--- src/inc/edl_pkg.sv ---
// Package with the constants and types of the divider shadow loader.
package edl_pkg;

  // Register byte offsets on the bus.
  localparam logic [7:0] OFF_HIGH_LIVE   = 8'h00;
  localparam logic [7:0] OFF_LOW_LIVE    = 8'h04;
  localparam logic [7:0] OFF_HIGH_SHADOW = 8'h08;
  localparam logic [7:0] OFF_LOW_SHADOW  = 8'h0C;
  localparam logic [7:0] OFF_CTRL        = 8'h10;
  localparam logic [7:0] OFF_STATUS      = 8'h14;

  // Field positions inside the high byte and the control and status words.
  localparam int unsigned LOCK_POS    = 7;
  localparam int unsigned LATCH_POS   = 0;
  localparam int unsigned ERASE_POS   = 1;
  localparam int unsigned REJECT_POS  = 0;
  localparam int unsigned ARMED_POS   = 1;
  localparam logic [7:0]  HIGH_MASK   = 8'h87;

  // Values after reset and the erased pattern of a shadow byte.
  localparam logic [7:0]  ERASED_BYTE   = 8'hFF;
  localparam logic [7:0]  HIGH_LIVE_RST = 8'h87;
  localparam logic [7:0]  LOW_LIVE_RST  = 8'hFF;
  localparam logic [31:0] RDATA_RST     = 32'h0000_0000;
  localparam logic [1:0]  RESP_OKAY     = 2'b00;

  // One captured bus address phase.
  typedef struct packed {
    logic       valid;
    logic       write;
    logic [7:0] addr;
  } edl_req_s;

  // Loader sequence: load after reset, serve the bus, or wait on a read.
  typedef enum logic [1:0] {
    EDL_LOAD,
    EDL_IDLE,
    EDL_RWAIT
  } edl_state_e;

endpackage

--- src/core/edl_loader.sv ---
// Divider shadow loader with lock logic behind an AHB-Lite register slave.
module edl_loader (
  input  wire logic        hclk,
  input  wire logic        hresetn,
  input  wire logic        hsel,
  input  wire logic [31:0] haddr,
  input  wire logic [1:0]  htrans,
  input  wire logic        hwrite,
  input  wire logic [2:0]  hsize,
  input  wire logic [31:0] hwdata,
  input  wire logic        hready,
  output logic      [31:0] hrdata,
  output logic             hreadyout,
  output logic      [1:0]  hresp,
  output logic      [10:0] timebase_divisor,
  output logic             lock_disable_bit
);

  // Bus-side state.
  edl_pkg::edl_state_e state_reg;
  edl_pkg::edl_state_e state_next;
  edl_pkg::edl_req_s   req_reg;
  edl_pkg::edl_req_s   req_next;
  logic [31:0]         hrdata_reg;
  logic [31:0]         hrdata_next;
  logic                hreadyout_reg;
  logic                hreadyout_next;
  logic [1:0]          hresp_reg;

  // Live divider registers, control and status.
  logic [7:0] high_live_reg;
  logic [7:0] high_live_next;
  logic [7:0] low_live_reg;
  logic [7:0] low_live_next;
  logic       latch_reg;
  logic       latch_next;
  logic       erase_reg;
  logic       erase_next;
  logic       reject_reg;
  logic       reject_next;

  // Shadow access strobes and contents.
  logic       prog_en;
  logic       prog_high;
  logic [7:0] shadow_high;
  logic [7:0] shadow_low;

  // Decoded data-phase writes.
  logic wr_phase;
  logic live_wr_hi;
  logic live_wr_lo;
  logic shadow_wr;
  logic live_open;
  logic new_req;

  // Reads are answered from registered state so the data never races a write.
  function automatic logic [7:0] read_mux(input logic [7:0] addr, input logic [7:0] hi, input logic [7:0] lo,
                                          input logic [7:0] shi, input logic [7:0] slo, input logic lat,
                                          input logic era, input logic rej);
    logic [7:0] v;
    v = 8'h00;
    case (addr)
      edl_pkg::OFF_HIGH_LIVE:   v = hi;
      edl_pkg::OFF_LOW_LIVE:    v = lo;
      edl_pkg::OFF_HIGH_SHADOW: v = shi;
      edl_pkg::OFF_LOW_SHADOW:  v = slo;
      edl_pkg::OFF_CTRL: begin
        v[edl_pkg::LATCH_POS] = lat;
        v[edl_pkg::ERASE_POS] = era;
      end
      edl_pkg::OFF_STATUS: begin
        v[edl_pkg::REJECT_POS] = rej;
        v[edl_pkg::ARMED_POS]  = ~hi[edl_pkg::LOCK_POS];
      end
      default: v = 8'h00;
    endcase
    return v;
  endfunction

  edl_shadow u_shadow (
    .hclk      (hclk),
    .prog_en   (prog_en),
    .prog_high (prog_high),
    .erase     (erase_reg),
    .prog_data (hwdata[7:0]),
    .high_q    (shadow_high),
    .low_q     (shadow_low)
  );

  // Data-phase decode. Lock bit one means software may touch the divider.
  assign wr_phase   = (state_reg != edl_pkg::EDL_LOAD) && req_reg.valid && req_reg.write;
  assign live_open  = high_live_reg[edl_pkg::LOCK_POS] && !latch_reg;
  assign live_wr_hi = wr_phase && (req_reg.addr == edl_pkg::OFF_HIGH_LIVE);
  assign live_wr_lo = wr_phase && (req_reg.addr == edl_pkg::OFF_LOW_LIVE);
  assign shadow_wr  = wr_phase && ((req_reg.addr == edl_pkg::OFF_HIGH_SHADOW) ||
                                   (req_reg.addr == edl_pkg::OFF_LOW_SHADOW));
  assign prog_en    = shadow_wr && high_live_reg[edl_pkg::LOCK_POS];
  assign prog_high  = (req_reg.addr == edl_pkg::OFF_HIGH_SHADOW);
  assign new_req    = hsel && hready && htrans[1];

  // Next-state logic for the sequence, the bus answer and the registers.
  always_comb begin
    state_next     = state_reg;
    req_next       = req_reg;
    hrdata_next    = hrdata_reg;
    hreadyout_next = hreadyout_reg;
    high_live_next = high_live_reg;
    low_live_next  = low_live_reg;
    latch_next     = latch_reg;
    erase_next     = erase_reg;
    reject_next    = reject_reg;
    case (state_reg)
      edl_pkg::EDL_LOAD: begin
        // The only path from shadow to live; it runs once per reset.
        high_live_next = shadow_high & edl_pkg::HIGH_MASK;
        low_live_next  = shadow_low;
        hreadyout_next = 1'b1;
        state_next     = edl_pkg::EDL_IDLE;
      end
      edl_pkg::EDL_IDLE: begin
        if (live_wr_hi && live_open) begin
          high_live_next = hwdata[7:0] & edl_pkg::HIGH_MASK;
        end
        if (live_wr_lo && live_open) begin
          low_live_next = hwdata[7:0];
        end
        if (wr_phase && (req_reg.addr == edl_pkg::OFF_CTRL)) begin
          latch_next = hwdata[edl_pkg::LATCH_POS];
          erase_next = hwdata[edl_pkg::ERASE_POS];
        end
        // Write one clears the reject flag; a new rejection in that cycle wins.
        if (wr_phase && (req_reg.addr == edl_pkg::OFF_STATUS) && hwdata[edl_pkg::REJECT_POS]) begin
          reject_next = 1'b0;
        end
        if (shadow_wr && !high_live_reg[edl_pkg::LOCK_POS]) begin
          reject_next = 1'b1;
        end
        if (new_req) begin
          req_next = '{valid: 1'b1, write: hwrite, addr: haddr[7:0]};
          if (!hwrite) begin
            hreadyout_next = 1'b0;
            state_next     = edl_pkg::EDL_RWAIT;
          end
        end else if (hready) begin
          req_next.valid = 1'b0;
        end
      end
      edl_pkg::EDL_RWAIT: begin
        hrdata_next    = {24'h00_0000, read_mux(req_reg.addr, high_live_reg, low_live_reg, shadow_high,
                                                shadow_low, latch_reg, erase_reg, reject_reg)};
        hreadyout_next = 1'b1;
        req_next.valid = 1'b0;
        state_next     = edl_pkg::EDL_IDLE;
      end
      default: state_next = edl_pkg::EDL_IDLE;
    endcase
  end

  // Registers; the bus stalls during the load cycle after reset release.
  always_ff @(posedge hclk or negedge hresetn) begin
    if (!hresetn) begin
      state_reg     <= edl_pkg::EDL_LOAD;
      req_reg       <= '0;
      hrdata_reg    <= edl_pkg::RDATA_RST;
      hreadyout_reg <= 1'b0;
      hresp_reg     <= edl_pkg::RESP_OKAY;
      high_live_reg <= edl_pkg::HIGH_LIVE_RST;
      low_live_reg  <= edl_pkg::LOW_LIVE_RST;
      latch_reg     <= 1'b0;
      erase_reg     <= 1'b0;
      reject_reg    <= 1'b0;
    end else begin
      state_reg     <= state_next;
      req_reg       <= req_next;
      hrdata_reg    <= hrdata_next;
      hreadyout_reg <= hreadyout_next;
      hresp_reg     <= edl_pkg::RESP_OKAY;
      high_live_reg <= high_live_next;
      low_live_reg  <= low_live_next;
      latch_reg     <= latch_next;
      erase_reg     <= erase_next;
      reject_reg    <= reject_next;
    end
  end

  assign hrdata           = hrdata_reg;
  assign hreadyout        = hreadyout_reg;
  assign hresp            = hresp_reg;
  assign timebase_divisor = {high_live_reg[2:0], low_live_reg};
  assign lock_disable_bit = high_live_reg[edl_pkg::LOCK_POS];
endmodule

--- src/core/edl_shadow.sv ---
// Non-volatile shadow byte pair with byte program and byte erase.
module edl_shadow (
  input  wire logic       hclk,
  input  wire logic       prog_en,
  input  wire logic       prog_high,
  input  wire logic       erase,
  input  wire logic [7:0] prog_data,
  output logic      [7:0] high_q,
  output logic      [7:0] low_q
);

  // Model of a fresh part: the cells start erased. No reset reaches them.
  // The start value sits in the declaration so that the clocked process stays the only writer.
  logic [7:0] high_reg = edl_pkg::ERASED_BYTE;
  logic [7:0] low_reg  = edl_pkg::ERASED_BYTE;
  logic [7:0] high_next;
  logic [7:0] low_next;

  // Programming only clears bits, as an EEPROM cell does; erase restores ones.
  always_comb begin
    high_next = high_reg;
    low_next  = low_reg;
    if (prog_en) begin
      if (prog_high) begin
        high_next = erase ? edl_pkg::ERASED_BYTE : (high_reg & prog_data);
      end else begin
        low_next = erase ? edl_pkg::ERASED_BYTE : (low_reg & prog_data);
      end
    end
  end

  // Storage is deliberately outside every reset domain.
  always_ff @(posedge hclk) begin
    high_reg <= high_next;
    low_reg  <= low_next;
  end

  assign high_q = high_reg;
  assign low_q  = low_reg;

endmodule

--- config.mk ---
export PLATFORM = sky130hd
export DESIGN_NAME = edl_loader
export DESIGN_NICKNAME = d
export VERILOG_FILES = /design/src/inc/edl_pkg.sv /design/src/core/edl_loader.sv /design/src/core/edl_shadow.sv
export SDC_FILE = /design/constraint.sdc
export NUM_CORES = 1
export LEC_CHECK = 0
export ABC_AREA = 1
export BUFFER_PORTS_ARGS = -buffer_cell sky130_fd_sc_hd__buf_2
export CORE_MARGIN = 1
export CORE_UTILIZATION = 34
export DETAILED_ROUTE_END_ITERATION = 8
export SLEW_MARGIN = 30
export SYNTH_ARGS = -nofsm -noshare
export SYNTH_HDL_FRONTEND = slang
export SYNTH_SLANG_ARGS = --single-unit
--- constraint.sdc ---
create_clock -name hclk -period 2.2 [get_ports hclk]
set_input_delay 0.44 -clock hclk [delete_from_list [all_inputs] [get_ports hclk]]
set_output_delay 0.44 -clock hclk [all_outputs]
set_load 0.01 [all_outputs]
After elaboration in Yosys (flattened, before gate mapping)
Index checks and enable logic that the tools add are counted.
{"block": "classes", "n_eq_ne": 12, "mux": 17, "bitwise_logic": 4, "n_reduce_logical": 36}
{"op": "$pmux 8 s2", "count": 2}
{"op": "$pmux 6 s4", "count": 1}
{"op": "$reduce_and 2->1", "count": 9}
{"op": "$and 8x8->8", "count": 2}
{"op": "$eq 8x4->1 const B", "count": 2}
{"op": "$eq 8x5->1 const B", "count": 2}
{"op": "$mux 8", "count": 2}
{"op": "$logic_and 1x1->1", "count": 15}
{"op": "$pmux 2 s6", "count": 1}
{"op": "$reduce_bool 2->1", "count": 5}
{"op": "$eq 8x3->1 const B", "count": 1}
{"op": "$logic_not 8->1", "count": 1}
{"op": "$ne 2x2->1 const B", "count": 4}
{"op": "$mux 1", "count": 6}
{"op": "$mux 2", "count": 3}
{"op": "$pmux 1 s2", "count": 2}
{"op": "$ne 3x3->1 const B", "count": 1}
{"op": "$reduce_and 3->1", "count": 1}
{"op": "$eq 2x1->1 const B", "count": 1}
{"op": "$eq 2x2->1 const B", "count": 1}
{"op": "$logic_not 1->1", "count": 2}
{"op": "$logic_not 2->1", "count": 1}
{"op": "$not 1->1", "count": 2}
{"op": "$reduce_or 2->1", "count": 1}
{"op": "$logic_or 1x1->1", "count": 1}
{"block": "word_totals", "reg_bits": 56, "inputBits": 74, "wordCells": 82}

Logic depth before layout (Yosys ltp)
Gate-level depths: netlist of run 1.
{"block": "logic_depth", "word_depth": 7, "ltp_mapped": 8}

Cells and area by module
A second synthesis of run 1 with hierarchy kept.
{"block": "hier_totals", "cells_unflattened": 353, "hier_area_um2": 2806.4}
{"mod": "edl_loader", "instances": 1, "cells_per_inst": 299, "area_each_um2": 2175.8}
{"mod": "edl_shadow", "instances": 1, "cells_per_inst": 54, "area_each_um2": 630.6}

Least setup slack after synthesis of run 1
No wires, ideal clock.
{"block": "synth_path", "path_type": "register -> register", "start": "reg req_reg[4] in the netlist's numbering", "end": "reg u_shadow.high_reg[0], in the netlist u_shadow.high_q[0], enable pin", "setup_time_ns": 0.395, "t_arrival_ns": 1.678, "setup_slack_ns": 0.128, "path_stages_with_launch": 6, "n_path_buf": 0, "synth_period_minus_slack_ns": 2.072, "path_cell_list": "dfrtp_1 > nor2_4 > nand2_4 > nor2_1 > nand3_1 > nor4_1"}
{"block": "synth_via", "elab_chain_len": 5, "word_cells_on_any_way": 6}
{"item": "from (decl)", "line_no": "edl_loader.sv:22", "rtl": "edl_pkg::edl_req_s req_reg;"}
{"item": "from (signal assigned)", "line_no": "edl_loader.sv:174", "rtl": "req_reg <= req_next;"}
{"item": "$eq 8x4->1 (on tied branches)", "line_no": "edl_loader.sv:95, edl_loader.sv:98, edl_loader.sv:96"}
{"item": "$logic_or 1x1->1", "line_no": "edl_loader.sv:95", "rtl": "assign shadow_wr = wr_phase && ((req_reg.addr == edl_pkg::OFF_HIGH_SHADOW) ||"}
{"item": "$logic_and 1x1->1", "line_no": "edl_loader.sv:95"}
{"item": "$logic_and 1x1->1", "line_no": "edl_loader.sv:97", "rtl": "assign prog_en = shadow_wr && high_live_reg[edl_pkg::LOCK_POS];"}
{"item": "$reduce_and 2->1 (no line) (*)"}
{"item": "to (signal assigned)", "line_no": "edl_shadow.sv:34", "rtl": "high_reg <= high_next;"}
{"item": "to (decl)", "line_no": "edl_shadow.sv:14", "rtl": "logic [7:0] high_reg = edl_pkg::ERASED_BYTE;"}
Every way passes the cells marked *; elsewhere a longest branch is shown, timed or not.
A chain may end at the register's enable or synchronous reset.

Worst setup path after layout of run 1
{"block": "layout_path", "start": "reg req_reg[4] in the netlist's numbering", "end": "reg u_shadow.high_reg[3], in the netlist u_shadow.high_q[3], enable pin"}
Same word-level chain as after synthesis.

==> metrics.yaml, run 1 <==
global_routing:
  grt_antenna_before_repair: 0
  grt_pass1_vias: 2173
  gr-total-overflow: 0
  gr-usage-all-layers: 0.153
  grt_start_max_net_pins: 37
  grt_pass1_wl_um: 10300
timing:
  slew_headroom: 0.454
  final.setup.tns_ps: 0
  finalSetupViolCount: 0
  fin_crit_ps: 1640
  skew_ps: 4.88
  slew_violations: 0
  hold_viol_final: 0
  rsz0062_at_grt: "no"
  max_freq_mhz: 608
  period_share: 0.747
  tightest_slew_ps: 819
setup_path:
  critPathMaxFanout: 8
  cp-end-kind: "flip-flop"
  arrival_ps: 1660
  slowest_stage: "dfrtp_1"
  critPathTopFamily: "simple AND/OR/NAND/NOR gates"
  crit_required_ps: 2220
  max_stage_delay_ps: 420
  path_cells: "nor2_4 > nand2_4 > nor2_1 > nand3_1 > nor4_1 > buf_4"
  worstSetupStartpointType: "flip-flop"
  crit_type: "reg -> reg"
  cp.buffers_inverters: 1
routing:
  drcViolationCount: 0
  wl_per_cell_um: 12.3
  drtAntennaViolNets: 0
  via_per_inst: 4.52
  dr.first_iter.drc_count: 130
  vias: 2227
  dr.pass1.iters: 4
  drt_wl_total_um: 6090
yosys:
  ys_warn_count: 0
  synth_area_sq_um: 2820
  ys_seq_area_frac: 0.496
  synthCells: 344
  yosysTopAreaCell: "dfrtp_1"
  ys_seq_elements: 52
  synth_top_area_share: 0.213
  ys_top_cells_by_area: "dfrtp_1 (21%), edfxtp_1 (17%), nand2_1 (15%), dfstp_2 (11%), buf_4 (7.5%)"
  syn_area_per_cell_sq_um: 8.19
  yosysUniqueCellTypes: 29
pwr:
  p_per_area_nw_per_um2: 708
  vdd_drop_max_mv: 0.213
  p_leak_nw: 1.62
placement:
  place_inst: 485
  io_buffers: 42
  placed_area_sq_um: 3050
  place_congestion: 0.809
  dp_hpwl_um: 4600
die:
  die_h_um: 93.0
  dieArea_sq_um: 8660
  io_pins: 121
  die_w_um: 93.0
  row_count: 32
  initial_utilization: 0.357
  fp.coreArea_sq_um: 7890
finish:
  largest_reg_flops: 10
  syn_to_final_growth_pct: 11.1
  fin_nets: 464
  antenna_cells: 0
  final_cells: 493
  nFillCells: 803
  stdcell_area_sq_um: 3130
  layout-drive-gt1-share: 0.223
clocking:
  root_buffer: "clkbuf_8"
  cts.sinks: 52
  cts_tree: "done"
  clk_pin_slew_worst_paths_ps: 90
  insertion_delay_ps: 300
  hold_buffers: 0
  numCtsBuffers: 5
  cts_setup_buffers: 0
  cts.path.max_buffers: 2
  postCtsResizedCells: 0
  htreeDepth: 2
run:
  drv_cap: 0
min_path:
  hold_class: "in -> async"
run_status:
  status: "finished clean"
-- layout make-up --
cell class / count / area (sq um) / share of cell area
flip-flops and latches: 52 / 1400 / 0.446
multi-input cells: 250 / 1140 / 0.365
repair buffers: 47 / 248 / 0.0792
inverters: 34 / 133 / 0.0424
well taps: 102 / 128 / 0.0408
clock buffers: 7 / 76.3 / 0.0244
clock inverters: 1 / 5.00 / 0.00160
-- layout by cell type (no fill, tap or decap), types with 2 or more instances in the layout --
master    instances
clkbuf_1          2
dfstp_2          12
buf_2            42
nand2_1         112
o21ai_0          26
buf_4             5
nor2_4            5
nor2_2            5
nand2_2           3
inv_2             2
dfrtp_1          24
clkbuf_8          5
inv_1            31
o21ai_1           4
nor2_1           17
nand2_4           4
a21oi_1           3
edfxtp_1         16
conb_1           26
nand3_1          38
-- synth_stat cells, drive strengths merged --
cell type	count
buf	32
clkbuf	1
edfxtp	16
nand4	2
conb	1
o21ai	30
nor3	1
dfstp	12
nand3b	1
o31ai	1
nand2	119
a21oi	3
inv	34
nand3	39
dfrtp	24
nor2	27
nor4	1
-- stage by stage --
step | setup WS, ps | hold slack [ps] | total power, mW | util
2_1_floorplan | 128 | 144 | 1.58 | -
3_3_place_gp | 584 | 465 | 1.71 | 0.386
3_5_place_dp | 573 | 466 | 1.72 | 0.386
4_1_cts | 549 | 251 | 2.25 | 0.397
5_1_grt | 422 | 284 | 2.34 | 0.397
6_report | 556 | 216 | 2.22 | 0.397
-- cell families after synthesis --
family          Yosys count  share of synthesized area
flops                    52                      0.496
buf+inv                  67                      0.132
simple gates            190                      0.310
other cells               1                    0.00133
compound gates           34                     0.0613
-- final timing paths --
| check | slack (ps) | endpoint | start | cells past startpoint |
|---|---|---|---|---|
| worst max-delay path | 560 | u_shadow.high_q[3]$_SDFFCE_PP1P_ | req_reg[4]$_DFFE_PN0P_ | 6 |
| worst min-delay path | 220 | req_reg[0]$_DFFE_PN0P_ | hresetn | 1 |
| worst max register to register | 560 | u_shadow.high_q[3]$_SDFFCE_PP1P_ | req_reg[4]$_DFFE_PN0P_ | 6 |
| worst min register to register | 480 | hrdata[6]$_DFFE_PN0N_ | hrdata[6]$_DFFE_PN0N_ | 2 |
| max in group asynchronous | 1460 | reject_reg$_DFFE_PN0P_ | hresetn | 1 |
| min in group hclk | 340 | req_reg[4]$_DFFE_PN0P_ | haddr[4] | 3 |
-- report_power, final --
part	total [mW]	switching [mW]	internal, mW	leakage, nW
logic	0.464	0.306	0.158	1.01
registers	1.23	0.0831	1.14	0.574
clock network	0.525	0.301	0.224	0.0422
total	2.22	0.691	1.53	1.62
-- layer usage --
| metal | global-route usage | vias to the layer above | share of wire |
|---|---|---|---|
| met3 | 0.0252 | 8 | 0.042 |
| li1 | - | 1134 | - |
| met1 | 0.203 | 1013 | 0.47 |
| met2 | 0.256 | 72 | 0.47 |
| met5 | 0 | - | 0 |
| met4 | 0.0474 | 0 | 0.018 |
Power figures use the tool's default switching activity.
==> inputs of run 2 (changes only) <==
- clock period: 2.2 -> 1.51 ns (I/O delays scaled with it)
==> metrics.yaml, run 2 (synthesis gave the netlist of run 1 again) <==
run_status:
  status: "finished, violations left"
  violations: "negative setup slack"
min_path:
  hp-start: "haddr[2]"
  hold_class: "in -> reg"
die:
  die_w_um: 93.0
  die_h_um: 93.0
  row_count: 32
  io_pins: 121
  dieArea_sq_um: 8660
  fp.coreArea_sq_um: 7890
  initial_utilization: 0.357
setup_path:
  slowest_stage: "dfrtp_1"
  r2r-start: "req_reg[7]$_DFFE_PN0P_"
  cp-startpoint: "req_reg[7]$_DFFE_PN0P_"
  cp-end-kind: "flip-flop"
  path_cells: "nor2_2 > nand2_4 > nor2_4 > nand3_4 > nor4_4 > buf_12"
  arrival_ps: 1550
  worstSetupStartpointType: "flip-flop"
  cp.buffers_inverters: 1
  critPathMaxFanout: 8
  crit_type: "reg -> reg"
  max_stage_delay_ps: 400
  critPathTopFamily: "simple AND/OR/NAND/NOR gates"
  crit_required_ps: 1540
pwr:
  seqPwrFrac: 0.534
  vdd_drop_max_mv: 0.407
  comb_power_share: 0.231
  p_switching_mw: 1.09
  switching_share: 0.324
  internal-power_mw: 2.29
  total_power_mw: 3.38
  clkPwrFrac: 0.235
  p_leak_nw: 1.72
  p_per_area_nw_per_um2: 1000
global_routing:
  grt_antenna_before_repair: 0
  gr-usage-all-layers: 0.151
  grt_pass1_vias: 2153
  gr-total-overflow: 0
  grt_pass1_wl_um: 10300
  grt_start_max_net_pins: 20
timing:
  hold_viol_final: 0
  setup_slack_ps: -8.85
  max_freq_mhz: 658
  finalSetupViolCount: 8
  slew_violations: 0
  period_share: 1.01
  skew_ps: 8.72
  fin_crit_ps: 1520
  rsz0062_at_grt: "yes"
finish:
  syn_to_final_growth_pct: 19.5
  largest_reg_flops: 10
  layout.cells.most_common: "nand2_1"
  antenna_cells: 0
  layout-drive-gt1-share: 0.270
  final_core_util: 0.427
  fin_nets: 477
  layout_common_cells: "nand2_1 (112), buf_2 (42), nand3_1 (36)"
routing:
  vias: 2265
  dr.first_iter.drc_count: 103
  dr.pass1.iters: 4
  drtAntennaViolNets: 0
  via_per_inst: 4.48
  drcViolationCount: 0
  wl_per_cell_um: 12.1
  drt_wl_total_um: 6110
clocking:
  root_buffer: "clkbuf_8"
  cts.sinks: 52
  cts.path.max_buffers: 2
  numCtsBuffers: 5
  cts_tree: "done"
  clk_pin_slew_worst_paths_ps: 100
  insertion_delay_ps: 310
  htreeDepth: 2
placement:
  place_congestion: 0.835
  io_buffers: 42
  pre_cts_ws_ps: -12.1
  dp_hpwl_um: 4750
run:
  drv_cap: 0
[run 2: changes by cell type in the layout (fill, tap and decap cells not counted), sizes merged]
| cell | change |
|---|---|
| dlygate4sd3 | +1 |
| clkinv | +2 |
| clkbuf | -2 |
| buf | +12 |
[run 2: layout make-up]
type / count / area [sq um]
Inverter: 34 / 135
Timing Repair Buffer: 60 / 410
Clock buffer: 5 / 68.8
Sequential cell: 52 / 1400
Fill cell: 802 / 4520
Tap cell: 102 / 128
Multi-Input combinational cell: 250 / 1210
Clock inverter: 3 / 18.8
[run 2: repair_timing]
item,4_1_cts,5_1_grt
setup endpoints to repair,8,35
pin swaps,0,5
endpoints found under the hold margin,5,0
hold buffers,1,0
buffers inserted,2,3
gates cloned,0,0
resized for setup,1,8
[run 2: worst paths after layout]
check                                                    to  slack [ps]  cells past startpoint
max                        u_shadow.high_q[5]$_SDFFCE_PP1P_          -9                      6
min                                  req_reg[2]$_DFFE_PN0P_         200                      3
max reg2reg                u_shadow.high_q[5]$_SDFFCE_PP1P_          -9                      6
min reg2reg                           hrdata[3]$_DFFE_PN0N_         480                      2
max in group asynchronous             hrdata[3]$_DFFE_PN0N_         600                      3
min in group asynchronous             erase_reg$_DFFE_PN0P_         460                      2
[run 2: per-stage QoR]
stage                     hold slack [ps]  cells  setup TNS [ps]  area [sq um]
after global placement                274    492            -199          3200
final                                 195    506           -54.3          3370
after CTS                             191    503            -182          3320
after detailed placement              272    492           -94.0          3200
after global routing                  195    506           -1370          3370
after floorplan                      6.41    369            -320          2950
[run 2: power by group through the flow]
| stage | combinational (mW) | clock [mW] | sequential (mW) |
|---|---|---|---|
| 3_5_place_dp | 0.731 | 0 | 1.83 |
| 5_1_grt | 0.877 | 0.870 | 1.82 |
| 2_1_floorplan | 0.480 | 0 | 1.84 |
| 4_1_cts | 0.746 | 0.819 | 1.81 |
| 6_report | 0.782 | 0.792 | 1.80 |
| 3_3_place_gp | 0.719 | 0 | 1.83 |
[run 2: worst register-to-register path, cell delays in order, from the launching register on]
cell	delay (ps)
dfrtp_1	400
nor2_2	150
nand2_4	100
nor2_4	120
nand3_4	90
nor4_4	210
buf_12	170
[run 2: metal layers]
| layer | share of wire | up-vias | GRT usage |
|---|---|---|---|
| met5 | 0 | - | 0 |
| met1 | 0.49 | 1041 | 0.208 |
| met2 | 0.47 | 55 | 0.246 |
| met4 | 0.0034 | 0 | 0.0462 |
| li1 | - | 1165 | - |
| met3 | 0.029 | 4 | 0.0211 |
==> inputs of run 3 (changes only) <==
- BUFFER_PORTS_ARGS: -buffer_cell sky130_fd_sc_hd__buf_2 -> default
- CAP_MARGIN: default -> 20
- DONT_BUFFER_PORTS: default -> 1
==> metrics.yaml, run 3 (synthesis gave the netlist of run 1 again) <==
die:
  initial_utilization: 0.357
  die_w_um: 93.0
  die_h_um: 93.0
  dieArea_sq_um: 8660
  row_count: 32
  io_pins: 121
  fp.coreArea_sq_um: 7890
setup_path:
  critPathMaxFanout: 8
  slowest_stage: "dfrtp_1"
  path_cells: "nor2_2 > nand2_4 > nor2_4 > nand3_4 > nor4_4 > buf_6"
  critPathTopFamily: "simple AND/OR/NAND/NOR gates"
  max_stage_delay_ps: 400
  crit_type: "reg -> reg"
  worstSetupStartpointType: "flip-flop"
  cp.buffers_inverters: 1
  r2r_slack_ps: -20
  crit_required_ps: 1540
  cp-end-kind: "flip-flop"
  arrival_ps: 1560
run_status:
  violations: "negative setup slack"
  status: "finished, violations left"
finish:
  syn_to_final_growth_pct: 12.8
  layout-drive-gt1-share: 0.174
  multi_input_area_sq_um: 1200
  seq_area_sq_um: 1400
  layout_common_cells: "nand2_1 (112), nand3_1 (37), inv_1 (31)"
  antenna_cells: 0
  nFillCells: 799
  layout.cells.most_common: "nand2_1"
  largest_reg_flops: 10
  fin_nets: 435
  stdcell_area_sq_um: 3180
clocking:
  numCtsBuffers: 5
  htreeDepth: 2
  root_buffer: "clkbuf_8"
  insertion_delay_ps: 310
  cts.path.max_buffers: 2
  clk_pin_slew_worst_paths_ps: 100
  cts_tree: "done"
  cts.sinks: 52
placement:
  placed_area_sq_um: 2960
  io_buffers: 0
  pre_cts_ws_ps: -49.9
  dp_hpwl_um: 4710
  place_congestion: 0.811
timing:
  slew_violations: 0
  max_freq_mhz: 652
  rsz0062_at_grt: "yes"
  setup_slack_ps: -24.4
  skew_ps: 7.76
  finalSetupViolCount: 8
  hold_viol_final: 0
  fin_crit_ps: 1530
  period_share: 1.02
run:
  drv_cap: 0
routing:
  drt_wl_total_um: 6190
  dr.pass1.iters: 4
  dr.first_iter.drc_count: 89
  drcViolationCount: 0
  vias: 2108
  wl_per_cell_um: 13.3
  via_per_inst: 4.54
  drtAntennaViolNets: 0
pwr:
  p_leak_nw: 1.55
  p_per_area_nw_per_um2: 1090
  vdd_drop_max_mv: 0.315
global_routing:
  gr-total-overflow: 0
  grt_pass1_vias: 2221
  grt_pass1_wl_um: 10600
  grt_start_max_net_pins: 37
  grt_antenna_before_repair: 0
  gr-usage-all-layers: 0.156
min_path:
  hold_class: "in -> reg"
-- run 3: cell count changes in the layout (fill, tap and decap cells not counted), sizes merged --
cell    before  now
clkinv       3    0
inv         34   35
buf         59   17
bufinv       0    1
clkbuf       5    6
-- run 3: cell type report --
| cell class | instances | area share |
|---|---|---|
| Inverter | 34 | 0.0417 |
| Timing Repair Buffer | 18 | 0.0665 |
| Clock buffer | 6 | 0.0228 |
| Sequential cell | 52 | 0.439 |
| Tap cell | 102 | 0.0401 |
| Clock inverter | 2 | 0.0122 |
| Multi-Input combinational cell | 250 | 0.377 |
-- run 3: metal layers --
metal	track usage	wire length [um]	up-vias
li1	-	-	1082
met1	0.191	2730	946
met2	0.256	2880	70
met3	0.0431	453	10
met4	0.0667	124	0
met5	0	0	-
-- run 3: final timing paths --
| path | start | end | cells after the start |
|---|---|---|---|
| worst max-delay path | req_reg[6]$_DFFE_PN0P_ | u_shadow.high_q[5]$_SDFFCE_PP1P_ | 6 |
| worst min-delay path | hwrite | state_reg[1]$_DFFE_PN0P_ | 1 |
| worst max register to register | req_reg[6]$_DFFE_PN0P_ | u_shadow.high_q[5]$_SDFFCE_PP1P_ | 6 |
| worst min register to register | reject_reg$_DFFE_PN0P_ | reject_reg$_DFFE_PN0P_ | 2 |
| max in group asynchronous | hresetn | low_live_reg[3]$_DFFE_PN1P_ | 2 |
| min in group asynchronous | hresetn | hrdata[0]$_DFFE_PN0N_ | 2 |
-- run 3: through the flow --
stage               utilization  std cells  hold slack, ps  total power, mW  setup TNS [ps]
detailed placement        0.375        450            7.20             2.45            -397
CTS                       0.396        461            85.8             3.47            -274
finish                    0.403        464            92.8             3.45            -180
global placement          0.375        450            7.47             2.44            -144
floorplan                     -        369            6.41             2.33            -320
global route              0.403        464            90.3             3.64           -1320
-- run 3: repair_timing --
| item | in CTS | in global routing |
|---|---|---|
| gates resized for setup | 2 | 6 |
| hold buffers | 2 | 0 |
| buffers inserted | 1 | 3 |
| endpoints found under the setup margin | 16 | 32 |
| pin swaps | 1 | 4 |
| hold endpoints to repair | 36 | 0 |
-- run 3: where the power goes --
| group | leakage (nW) | switching, mW | internal, mW |
|---|---|---|---|
| Combinational | 0.918 | 0.403 | 0.215 |
| Sequential | 0.574 | 0.191 | 1.67 |
| Clock | 0.0558 | 0.472 | 0.501 |
| Total | 1.55 | 1.07 | 2.39 |
-- run 3: worst register-to-register path, stage by stage (launching register included) --
cell,delay [ps]
dfrtp_1,400
nor2_2,150
nand2_4,100
nor2_4,130
nand3_4,110
nor4_4,190
buf_6,190
